$ cat src/hw/mccs_pkg.sv
/*
  constants shared by the machine cycle clock scaler: register offsets,
  field positions, reset values and cycle counts.
  assumes a single 250 MHz clock where one enabled edge is one oscillator clock.
*/
// Summary of operation
// twelve oscillator clocks per machine cycle by default
// double speed gives six clocks per cycle
// double speed only from host or command
// status bit shows six clock operation
// double speed only while external access high
// oscillator output never doubled
// divider offers 1/4, 1/16, 1/256, 1/1024
// division only while divider enable bit set
// select field chooses the division ratio
// ascending code order, changes at clean edge
// divider resets to undivided setting
package mccs_pkg;

  // ----------------------------------------------------------------
  // register map (byte addresses)
  // ----------------------------------------------------------------
  localparam logic [3:0] ADDR_CLOCK_OPTION   = 4'h0; // clock_option_register
  localparam logic [3:0] ADDR_FLASH_STATUS   = 4'h4; // flash_status_register
  localparam logic [3:0] ADDR_IAP_COMMAND    = 4'h8; // in_application_programming command

  // ----------------------------------------------------------------
  // field positions
  // ----------------------------------------------------------------
  localparam int        DIV_ENABLE_POS      = 0;    // divider_enable_bit
  localparam int        DIV_SELECT_LSB      = 1;    // divide_ratio_select, 2 bits
  localparam int        STATUS_DOUBLE_POS   = 7;    // six clock mode indication
  localparam int        STATUS_EXT_POS      = 0;    // synchronised external access level

  // ----------------------------------------------------------------
  // reset values and command codes
  // ----------------------------------------------------------------
  localparam logic       RESET_DIV_ENABLE    = 1'b0;
  localparam logic [1:0] RESET_DIV_SELECT    = 2'h0;
  localparam logic [7:0] IAP_CLOCK_DOUBLE    = 8'h0d; // command code, value arbitrary

  // ----------------------------------------------------------------
  // cycle counts
  // ----------------------------------------------------------------
  localparam logic [3:0] CLOCKS_PER_CYCLE_X1 = 4'hc; // twelve
  localparam logic [3:0] CLOCKS_PER_CYCLE_X2 = 4'h6; // six
  localparam logic [9:0] DIV_RATIO_4         = 10'h003; // ratio minus one
  localparam logic [9:0] DIV_RATIO_16        = 10'h00f;
  localparam logic [9:0] DIV_RATIO_256       = 10'h0ff;
  localparam logic [9:0] DIV_RATIO_1024      = 10'h3ff;

  // axi responses
  localparam logic [1:0] RESP_OKAY           = 2'h0;
  localparam logic [1:0] RESP_SLVERR         = 2'h2;

endpackage : mccs_pkg

$ cat src/hw/mccs_top.sv
/*
  machine cycle clock scaler: oscillator clock to system clock divider,
  machine cycle sequencer with a double speed option and an axi4-lite
  register slave.
  assumes clk_sys_i is the oscillator clock, host pins are asynchronous,
  and a master that keeps to the axi4-lite handshake.
*/
// Decided for this implementation: the register addresses and the AXI4-Lite slave port.
module mccs_top (
  // clock, reset and freeze
  input  wire logic        clk_sys_i,
  input  wire logic        reset_i,
  input  wire logic        clk_en_i,
  // pins from outside the clock domain
  input  wire logic        host_double_speed_i,
  input  wire logic        external_access_pin_i,
  // clock products
  output logic             osc_output_pin_o,
  output logic             sys_clk_tick_o,
  output logic             machine_cycle_o,
  output logic             double_speed_o,
  // axi4-lite write address
  input  wire logic [3:0]  s_axi_awaddr,
  input  wire logic        s_axi_awvalid,
  output logic             s_axi_awready,
  // axi4-lite write data
  input  wire logic [31:0] s_axi_wdata,
  input  wire logic [3:0]  s_axi_wstrb,
  input  wire logic        s_axi_wvalid,
  output logic             s_axi_wready,
  // axi4-lite write response
  output logic [1:0]       s_axi_bresp,
  output logic             s_axi_bvalid,
  input  wire logic        s_axi_bready,
  // axi4-lite read address
  input  wire logic [3:0]  s_axi_araddr,
  input  wire logic        s_axi_arvalid,
  output logic             s_axi_arready,
  // axi4-lite read data
  output logic [31:0]      s_axi_rdata,
  output logic [1:0]       s_axi_rresp,
  output logic             s_axi_rvalid,
  input  wire logic        s_axi_rready
);

  // ----------------------------------------------------------------
  // state
  // ----------------------------------------------------------------
  typedef struct packed {
    logic        aw_full;   // write address held
    logic [3:0]  aw_addr;
    logic        w_full;    // write data held
    logic [7:0]  w_data;    // only the low byte is ever used
    logic        w_lane;    // low byte lane strobe
    logic        b_valid;
    logic [1:0]  b_resp;
    logic        r_valid;
    logic [31:0] r_data;
    logic [1:0]  r_resp;
    logic        div_en;    // software copy of divider enable
    logic [1:0]  div_sel;   // software copy of ratio select
    logic        act_en;    // setting in force
    logic [1:0]  act_sel;
    logic        iap_dbl;   // double speed requested by command
    logic        host_dbl;  // double speed requested by host
    logic [1:0]  host_sync; // synchroniser, bit 0 is the first stage
    logic [1:0]  ea_sync;
    logic        dbl_act;   // double speed in force
    logic [9:0]  pre_cnt;   // oscillator clocks within a system clock
    logic [3:0]  mc_cnt;    // system clocks within a machine cycle
    logic        sys_tick;
    logic        mc_tick;
    logic        osc_out;
  } mccs_state_type;

  mccs_state_type state;      // registered state
  mccs_state_type next_state; // value for the next edge

  // ratio minus one for a select code, ascending order
  function automatic logic [9:0] mccs_ratio(input logic [1:0] sel);
    case (sel)
      2'h0:    mccs_ratio = mccs_pkg::DIV_RATIO_4;
      2'h1:    mccs_ratio = mccs_pkg::DIV_RATIO_16;
      2'h2:    mccs_ratio = mccs_pkg::DIV_RATIO_256;
      default: mccs_ratio = mccs_pkg::DIV_RATIO_1024;
    endcase
  endfunction : mccs_ratio

  // ----------------------------------------------------------------
  // handshakes, combinational
  // ----------------------------------------------------------------
  // hold off new writes until the response has gone, one write at a time;
  // a frozen edge stores nothing, so ready stays low while the enable is low
  assign s_axi_awready = clk_en_i && !state.aw_full && !state.b_valid;
  assign s_axi_wready  = clk_en_i && !state.w_full && !state.b_valid;
  assign s_axi_arready = clk_en_i && !state.r_valid;

  // ----------------------------------------------------------------
  // outputs from flip-flops
  // ----------------------------------------------------------------
  assign s_axi_bvalid     = state.b_valid;
  assign s_axi_bresp      = state.b_resp;
  assign s_axi_rvalid     = state.r_valid;
  assign s_axi_rdata      = state.r_data;
  assign s_axi_rresp      = state.r_resp;
  assign osc_output_pin_o = state.osc_out;
  assign sys_clk_tick_o   = state.sys_tick;
  assign machine_cycle_o  = state.mc_tick;
  assign double_speed_o   = state.dbl_act;

  // ----------------------------------------------------------------
  // next state
  // ----------------------------------------------------------------
  always_comb begin
    logic        tick;     // one system clock passes this oscillator clock
    logic [3:0]  last_mc;  // final count of a machine cycle
    logic [31:0] rd;
    next_state = state;
    tick       = 1'b0;
    last_mc    = 4'h0;
    rd         = 32'h0000_0000;

    // synchronisers, first stage feeds only the second
    next_state.host_sync = {state.host_sync[0], host_double_speed_i};
    next_state.ea_sync   = {state.ea_sync[0], external_access_pin_i};

    // oscillator output toggles every clock whatever the mode
    next_state.osc_out = !state.osc_out;

    // host request is sticky until reset, only path besides the command
    if (state.host_sync[1]) begin
      next_state.host_dbl = 1'b1;
    end

    // system clock divider, bypassed while disabled
    if (!state.act_en) begin
      tick = 1'b1;
      next_state.pre_cnt = 10'h000;
    end else if (state.pre_cnt >= mccs_ratio(state.act_sel)) begin
      tick = 1'b1;
      next_state.pre_cnt = 10'h000;
    end else begin
      next_state.pre_cnt = state.pre_cnt + 10'h001;
    end
    // a new setting is taken only at a system clock boundary, no short pulse
    if (tick) begin
      next_state.act_en  = state.div_en;
      next_state.act_sel = state.div_sel;
    end
    next_state.sys_tick = tick;

    // machine cycle sequencer
    last_mc = state.dbl_act ? mccs_pkg::CLOCKS_PER_CYCLE_X2 - 4'h1
                            : mccs_pkg::CLOCKS_PER_CYCLE_X1 - 4'h1;
    next_state.mc_tick = 1'b0;
    if (tick) begin
      if (state.mc_cnt >= last_mc) begin
        next_state.mc_cnt  = 4'h0;
        next_state.mc_tick = 1'b1;
        // mode changes only between machine cycles; external fetches stay x1
        next_state.dbl_act = (state.iap_dbl || state.host_dbl)
                             && state.ea_sync[1];
      end else begin
        next_state.mc_cnt = state.mc_cnt + 4'h1;
      end
    end

    // write channels captured in either order
    if (s_axi_awvalid && s_axi_awready) begin
      next_state.aw_full = 1'b1;
      next_state.aw_addr = s_axi_awaddr;
    end
    if (s_axi_wvalid && s_axi_wready) begin
      next_state.w_full = 1'b1;
      next_state.w_data = s_axi_wdata[7:0];
      next_state.w_lane = s_axi_wstrb[0];
    end

    // write performed once both halves are held
    if (state.aw_full && state.w_full) begin
      next_state.aw_full = 1'b0;
      next_state.w_full  = 1'b0;
      next_state.b_valid = 1'b1;
      next_state.b_resp  = mccs_pkg::RESP_OKAY;
      case (state.aw_addr)
        mccs_pkg::ADDR_CLOCK_OPTION: begin
          if (state.w_lane) begin
            next_state.div_en  = state.w_data[mccs_pkg::DIV_ENABLE_POS];
            next_state.div_sel = state.w_data[mccs_pkg::DIV_SELECT_LSB +: 2];
          end
        end
        mccs_pkg::ADDR_IAP_COMMAND: begin
          if (state.w_lane && state.w_data == mccs_pkg::IAP_CLOCK_DOUBLE) begin
            next_state.iap_dbl = 1'b1;
          end
        end
        mccs_pkg::ADDR_FLASH_STATUS: begin
          // status is read only, writes are ignored
        end
        default: begin
          next_state.b_resp = mccs_pkg::RESP_SLVERR;
        end
      endcase
    end else if (state.b_valid && s_axi_bready) begin
      next_state.b_valid = 1'b0;
    end

    // read answered the cycle after the address is taken
    if (s_axi_arvalid && s_axi_arready) begin
      next_state.r_valid = 1'b1;
      next_state.r_resp  = mccs_pkg::RESP_OKAY;
      case (s_axi_araddr)
        mccs_pkg::ADDR_CLOCK_OPTION: begin
          rd[mccs_pkg::DIV_ENABLE_POS]      = state.div_en;
          rd[mccs_pkg::DIV_SELECT_LSB +: 2] = state.div_sel;
        end
        mccs_pkg::ADDR_FLASH_STATUS: begin
          rd[mccs_pkg::STATUS_DOUBLE_POS] = state.dbl_act;
          rd[mccs_pkg::STATUS_EXT_POS]    = state.ea_sync[1];
        end
        mccs_pkg::ADDR_IAP_COMMAND: begin
          // command register reads zero
        end
        default: begin
          next_state.r_resp = mccs_pkg::RESP_SLVERR;
        end
      endcase
      next_state.r_data = rd;
    end else if (state.r_valid && s_axi_rready) begin
      next_state.r_valid = 1'b0;
    end
  end

  // ----------------------------------------------------------------
  // state register, frozen while the clock enable is low
  // ----------------------------------------------------------------
  always_ff @(posedge clk_sys_i or posedge reset_i) begin
    if (reset_i) begin
      state         <= '0;
      state.div_en  <= mccs_pkg::RESET_DIV_ENABLE;
      state.div_sel <= mccs_pkg::RESET_DIV_SELECT;
      state.act_en  <= mccs_pkg::RESET_DIV_ENABLE;
      state.act_sel <= mccs_pkg::RESET_DIV_SELECT;
    end else if (clk_en_i) begin
      state <= next_state;
    end
  end

endmodule : mccs_top

$ cat config.mk
export PLATFORM = sky130hd
export DESIGN_NAME = mccs_top
export DESIGN_NICKNAME = d
export VERILOG_FILES = /design/src/hw/mccs_pkg.sv /design/src/hw/mccs_top.sv
export SDC_FILE = /design/constraint.sdc
export NUM_CORES = 1
export LEC_CHECK = 0
export BUFFER_PORTS_ARGS = -buffer_cell sky130_fd_sc_hd__buf_4
export CAP_MARGIN = 30
export CORE_MARGIN = 8
export CORE_UTILIZATION = 25
export CTS_CLUSTER_DIAMETER = 100
export CTS_CLUSTER_SIZE = 40
export DETAILED_ROUTE_END_ITERATION = 6
export PLACE_DENSITY_LB_ADDON = 0.05
export RECOVER_POWER = 50
export SYNTH_ARGS = -nofsm -noshare
export SYNTH_HDL_FRONTEND = slang
export SYNTH_SLANG_ARGS = --single-unit
$ cat constraint.sdc
create_clock -name clk_sys_i -period 1.7 [get_ports clk_sys_i]
set_input_delay 0.34 -clock clk_sys_i [delete_from_list [all_inputs] [get_ports clk_sys_i]]
set_output_delay 0.34 -clock clk_sys_i [all_outputs]
set_load 0.01 [all_outputs]
Yosys cells after proc, flatten, opt, wreduce, memory -nomap -nowiden
Index checks and enable logic that the tools add are counted.
W data, S select, Z words.
- add/subtract/negate cells: 2
- order comparisons: 2
- eq/ne operators: 7
- muxes and demuxes: 23
- reduce and logical (&&, ||, !) cells: 41
- operators with widths (cell ; count):
    $mux W10 ; 4
    $pmux W10 S3 ; 1
    $reduce_and A2 Y1 ; 10
    $logic_and A1 B1 Y1 ; 13
    $mux W1 ; 11
    $add A10 B1 Y10 const B ; 1
    $ge A10 B10 Y1 ; 1
    $eq A4 B3 Y1 const B ; 2
    $eq A4 B4 Y1 const B ; 2
    $eq A8 B4 Y1 const B ; 1
    $logic_not A4 Y1 ; 2
    $mux W4 ; 2
    $reduce_and A4 Y1 ; 2
    $reduce_bool A2 Y1 ; 4
    $mux W2 ; 3
    $reduce_or A3 Y1 ; 2
    $logic_not A1 Y1 ; 5
    $mux W5 ; 1
    $add A4 B1 Y4 const B ; 1
    $ge A4 B4 Y1 ; 1
    $reduce_and A3 Y1 ; 1
    $eq A2 B1 Y1 const B ; 1
    $eq A2 B2 Y1 const B ; 1
    $logic_not A2 Y1 ; 1
    2 further kinds ; 2
- flip-flop bits (word level): 55
- input bits: 54
- output and inout port bits: 45
- logic and storage cells: 99

Depth between registers and ports, before layout
- word-level depth: 7
- gate-level depth with buffers: 8
- gate-level depth less buffers: 7

Worst setup path after synthesis
No wires, ideal clock.
- path kind: flip-flop to flip-flop
- from: register state[25] in the netlist's numbering
- to: register state[6] in the netlist's numbering
- arrival: 1840 ps
- data required time: 1631 ps
- slack: -209 ps
- stages on the path, launching flop included: 8
- path buffers: 0
- clock period less this slack: 1909 ps
- cells stage by stage: dfrtp_1 nand2_1 ha_1 nand2_1 o211ai_2 o211ai_4 or4_1 nand3_1
- word-level cells in the longest chain between the ends: 7
- RTL lines (what ; RTL line ; RTL):
    start: declaration ; mccs_top.sv:76 ; mccs_state_type state;
    start signal: assignment ; mccs_top.sv:245 ; state <= next_state;
    $eq A2 B2 Y1 (tied with other cells) ; mccs_top.sv:81 ; case (sel)
    $pmux W10 S3 * ; mccs_top.sv:81 ;
    $mux W10 * ; mccs_top.sv:136 ; if (!state.act_en) begin
    $ge A10 B10 Y1 * ; mccs_top.sv:139 ; end else if (state.pre_cnt >= mccs_ratio(state.act_sel)) begin
    $mux W1 * ; mccs_top.sv:139 ;
    $mux W1 * ; mccs_top.sv:136 ;
    $reduce_and A2 Y1 (no source line) * ; n/a ;
Mark *: on every way between the ends. The rest lies on a longest branch, timed or not. The select of a mux whose other input is x is not followed.
A chain may end at the register's enable or synchronous reset.

Worst setup path after layout
Same ends and word-level chain as after synthesis.

==> out/results.tsv <==
metric	value	unit
result of the run	finished, violations left	
violated checks	negative setup slack	
number of instances in the synthesized netlist	255	
number of DRC violations after detailed-routing iteration 0	43	
worst setup timing slack at the placement stage	-0.07932	ns
clock tree root buffer cell	sky130_fd_sc_hd__clkbuf_8	
worst endpoint data arrival time	2.03	ns
instance count after placement with tap cells included	459	
initial antenna violation count	0	
Worst-path clk slew	0.10	ns
mean cell area of the mapped netlist	10.59	um^2
Clk pwr share	21.4	%
via count of the first global-routing pass	2020	
effective utilization at floorplan	25.25	%
gpl congestion	0.7001	
xor/xnor cell area share of the yosys netlist	2.918	%
Die ar.	0.01439	mm^2
portion of the clock cycle consumed by the worst path in the final layout	105.1	%
wire length reported by the detailed router	6.126	mm
overall power after layout	4241	uW
Comb power frac	33.7	%
core outline area	0.01070	mm^2
maximum single-stage delay on the critical path	0.45	ns
sequential share of power	44.8	%
total via count after detailed routing	1887	
worst-path fanout max	4	
area fraction in compound gates after synthesis	9.217	%
maximum number of pins on one net before global-route repair	54	
Synth Flop Type	sky130_fd_sc_hd__dfrtp_1	
Clock Latency Late Sink	0.30	ns
DR WL/cell	13.03	um
type of the most critical hold path	in2reg	
CP Buf/Inv Count	1	
area grow syn2layout	29.41	%
Setup CP Type	reg2reg	
Syn. warnings	0	
count of input and output buffers	41	
ANT cells	0	
sink count of the clock tree	53	
setup tns final	-0.2330	ns
overall track demand over capacity in global routing	8.732	%
power per standard cell area	1213	mW/mm^2
maximum buffer depth of the clock tree	2	
Critical Path Start Type	flop	
first-pass GRT wire length	10.32	mm
Pleak	0.001660	uW
min Tclk post-route	1.786	ns
sum of overflow across all layers after global routing	0	
arithmetic-cell share of the synthesized area counting full adders, half adders and majority gates	3.242	%
combinational family with the most area after synthesis	simple AND/OR/NAND/NOR gates	
EDFF count, synth	0	
setup slack after layout	-0.08593	ns
synthesized-area fraction occupied by and/or/nand/nor cells	14.17	%
Worst IR Drop VDD	0.4230	mV
Synth cell types	46	
Crit. End Element	flop	
most frequent cell after synthesis	sky130_fd_sc_hd__dfrtp_1	
antenna-violating nets left	0	
cell with the biggest individual delay on the critical path	sky130_fd_sc_hd__dfrtp_2	
die width	120.0	um
height of the chip	120.0	um
CTS buffer count	5	
Worst slew margin	6.770	%
biggest area contributors in the synthesized netlist	sky130_fd_sc_hd__dfrtp_1 (49%), sky130_fd_sc_hd__buf_4 (10%), sky130_fd_sc_hd__mux2_2 (8.3%), sky130_fd_sc_hd__nand2_1 (4.9%), sky130_fd_sc_hd__ha_1 (3.2%)	
HPWL reported at the end of detailed placement	4.618	mm
net switching power of the design	1357	uW
most numerous cell types in the synthesized netlist	sky130_fd_sc_hd__dfrtp_1 (53), sky130_fd_sc_hd__buf_4 (36), sky130_fd_sc_hd__nand2_1 (35)	
internal power summed over all cells	2884	uW
final hold viol count	0	
clock tree from TritonCTS	built	
final count of negative-setup-slack endpoints	13	
fraction of power spent switching nets	32.00	%
maximum level of the CTS H-tree	2	
top-area cell type share of the netlist area	49.10	%
Req. time, crit path	1.94	ns
count of pins on the block boundary	99	
largest area contributor in the netlist	sky130_fd_sc_hd__dfrtp_1	
placement row count	38	
cell breakdown of the critical path	nand2_4, ha_4, and2b_2, o211ai_1, buf_4, o211ai_4, or4_1, nand3_1	
fraction of synthesis flops using an asynchronous set or reset pin	100.0	%
total of flip-flops plus latches after synthesis	53	
max_cap viols	0	
multiplexer share of the synthesized area	9.078	%
cell area after synthesis	0.002701	mm^2
Worst Max-Slew Pin Slew	1.398	ns
cell class contributing the biggest share of worst-path delay	simple AND/OR/NAND/NOR gates	
number of nets in the layout	390	
residual DRC count	0	
final instance count without filler cells	470	
number of pins with negative max-slew slack in the final report	0	
sequential element share of the synthesized area	49.10	%
Max Clock Skew	0.003395	ns
via density per instance	4.015	
f_max	559.9	MHz
Detailed Routing Iterations Pass 1	5	
layout cells sized above 1	38.18	%
setup repair after global routing missed its margin	yes	
final timing paths:
check / slack, ns / from / end / cells after the start
max: -0.09 / state[25] / state[6] / 8
min: 0.26 / s_axi_wdata[5] / state[74] / 2
max reg2reg: -0.09 / state[25] / state[6] / 8
min reg2reg: 0.48 / osc_output_pin_o / osc_output_pin_o / 1
max in group asynchronous: 0.25 / reset_i / state[25] / 3
min in group asynchronous: 0.50 / reset_i / s_axi_bresp[1] / 3
final cells by class:
cell class,instances,area (um^2)
clock buffers,6,82.58
clock inverters,2,37.54
fillers,1153,7202
inverters,7,27.53
multi-input cells,182,1235
flip-flops and latches,53,1328
well taps,140,175.2
repair buffers,80,610.6
flip-flops by register name, indices dropped and copies added (netlist names):
name	flops
state	39
s_axi_rdata	4
next_state	2
double_speed_o	1
machine_cycle_o	1
osc_output_pin_o	1
s_axi_bresp	1
s_axi_bvalid	1
s_axi_rresp	1
s_axi_rvalid	1
sys_clk_tick_o	1
placed cells by master (no fill, tap or decap), types with 3 or more instances in the layout:
cell type                   n
sky130_fd_sc_hd__xor2_1     5
sky130_fd_sc_hd__o21ai_0    7
sky130_fd_sc_hd__nand4_1    5
sky130_fd_sc_hd__o21ai_1    4
sky130_fd_sc_hd__ha_1       4
sky130_fd_sc_hd__nor2_1    21
sky130_fd_sc_hd__xnor2_1    4
sky130_fd_sc_hd__dfrtp_1   52
sky130_fd_sc_hd__buf_4     77
sky130_fd_sc_hd__clkbuf_8   6
sky130_fd_sc_hd__nand2_1   32
sky130_fd_sc_hd__conb_1    30
sky130_fd_sc_hd__o21a_1     3
sky130_fd_sc_hd__mux2_2    20
sky130_fd_sc_hd__inv_1      6
sky130_fd_sc_hd__nand3_1    4
cells by family after synthesis:
family / after synthesis
DFF: 53
and+or+nand+nor: 83
other: 1
adders and majority gates: 7
xor gates and xnor gates: 9
AOI/OAI and AO/OA: 31
buffers and inverters: 49
muxes: 22
per-layer routing:
| layer | track usage (%) | up-vias | part of all wire, % |
|---|---|---|---|
| met2 | 14.43 | 37 | 49 |
| met4 | 2.342 | 0 | 1.1 |
| met3 | 2.583 | 7 | 5.6 |
| met1 | 10.86 | 899 | 44 |
| met5 | 0 | - | 0 |
| li1 | - | 944 | - |
power by group through the flow:
stage / Clock [uW] / Combinational, uW / Sequential, uW
after CTS: 962 / 1420 / 1890
final: 910 / 1430 / 1900
after global routing: 1020 / 1620 / 1960
after floorplan: 0 / 857 / 1870
after detailed placement: 0 / 1400 / 1910
after global placement: 0 / 1390 / 1900
metrics by stage:
step	hold WS (ns)	util, %	area [um^2]
5_1_grt	0.2412	32.68	3496
3_3_place_gp	0.4475	30.98	3314
6_report	0.2604	32.68	3496
4_1_cts	0.09973	32.23	3448
2_1_floorplan	0.4014	-	2839
3_5_place_dp	0.4518	30.98	3314
repair_timing:
| item | CTS | global route |
|---|---|---|
| hold buffers | 0 | 0 |
| resized for setup | 2 | 9 |
| setup endpoints to repair | 15 | 20 |
| pin swaps | 3 | 4 |
| setup buffers | 1 | 2 |
(Power assumes the default switching activity.)
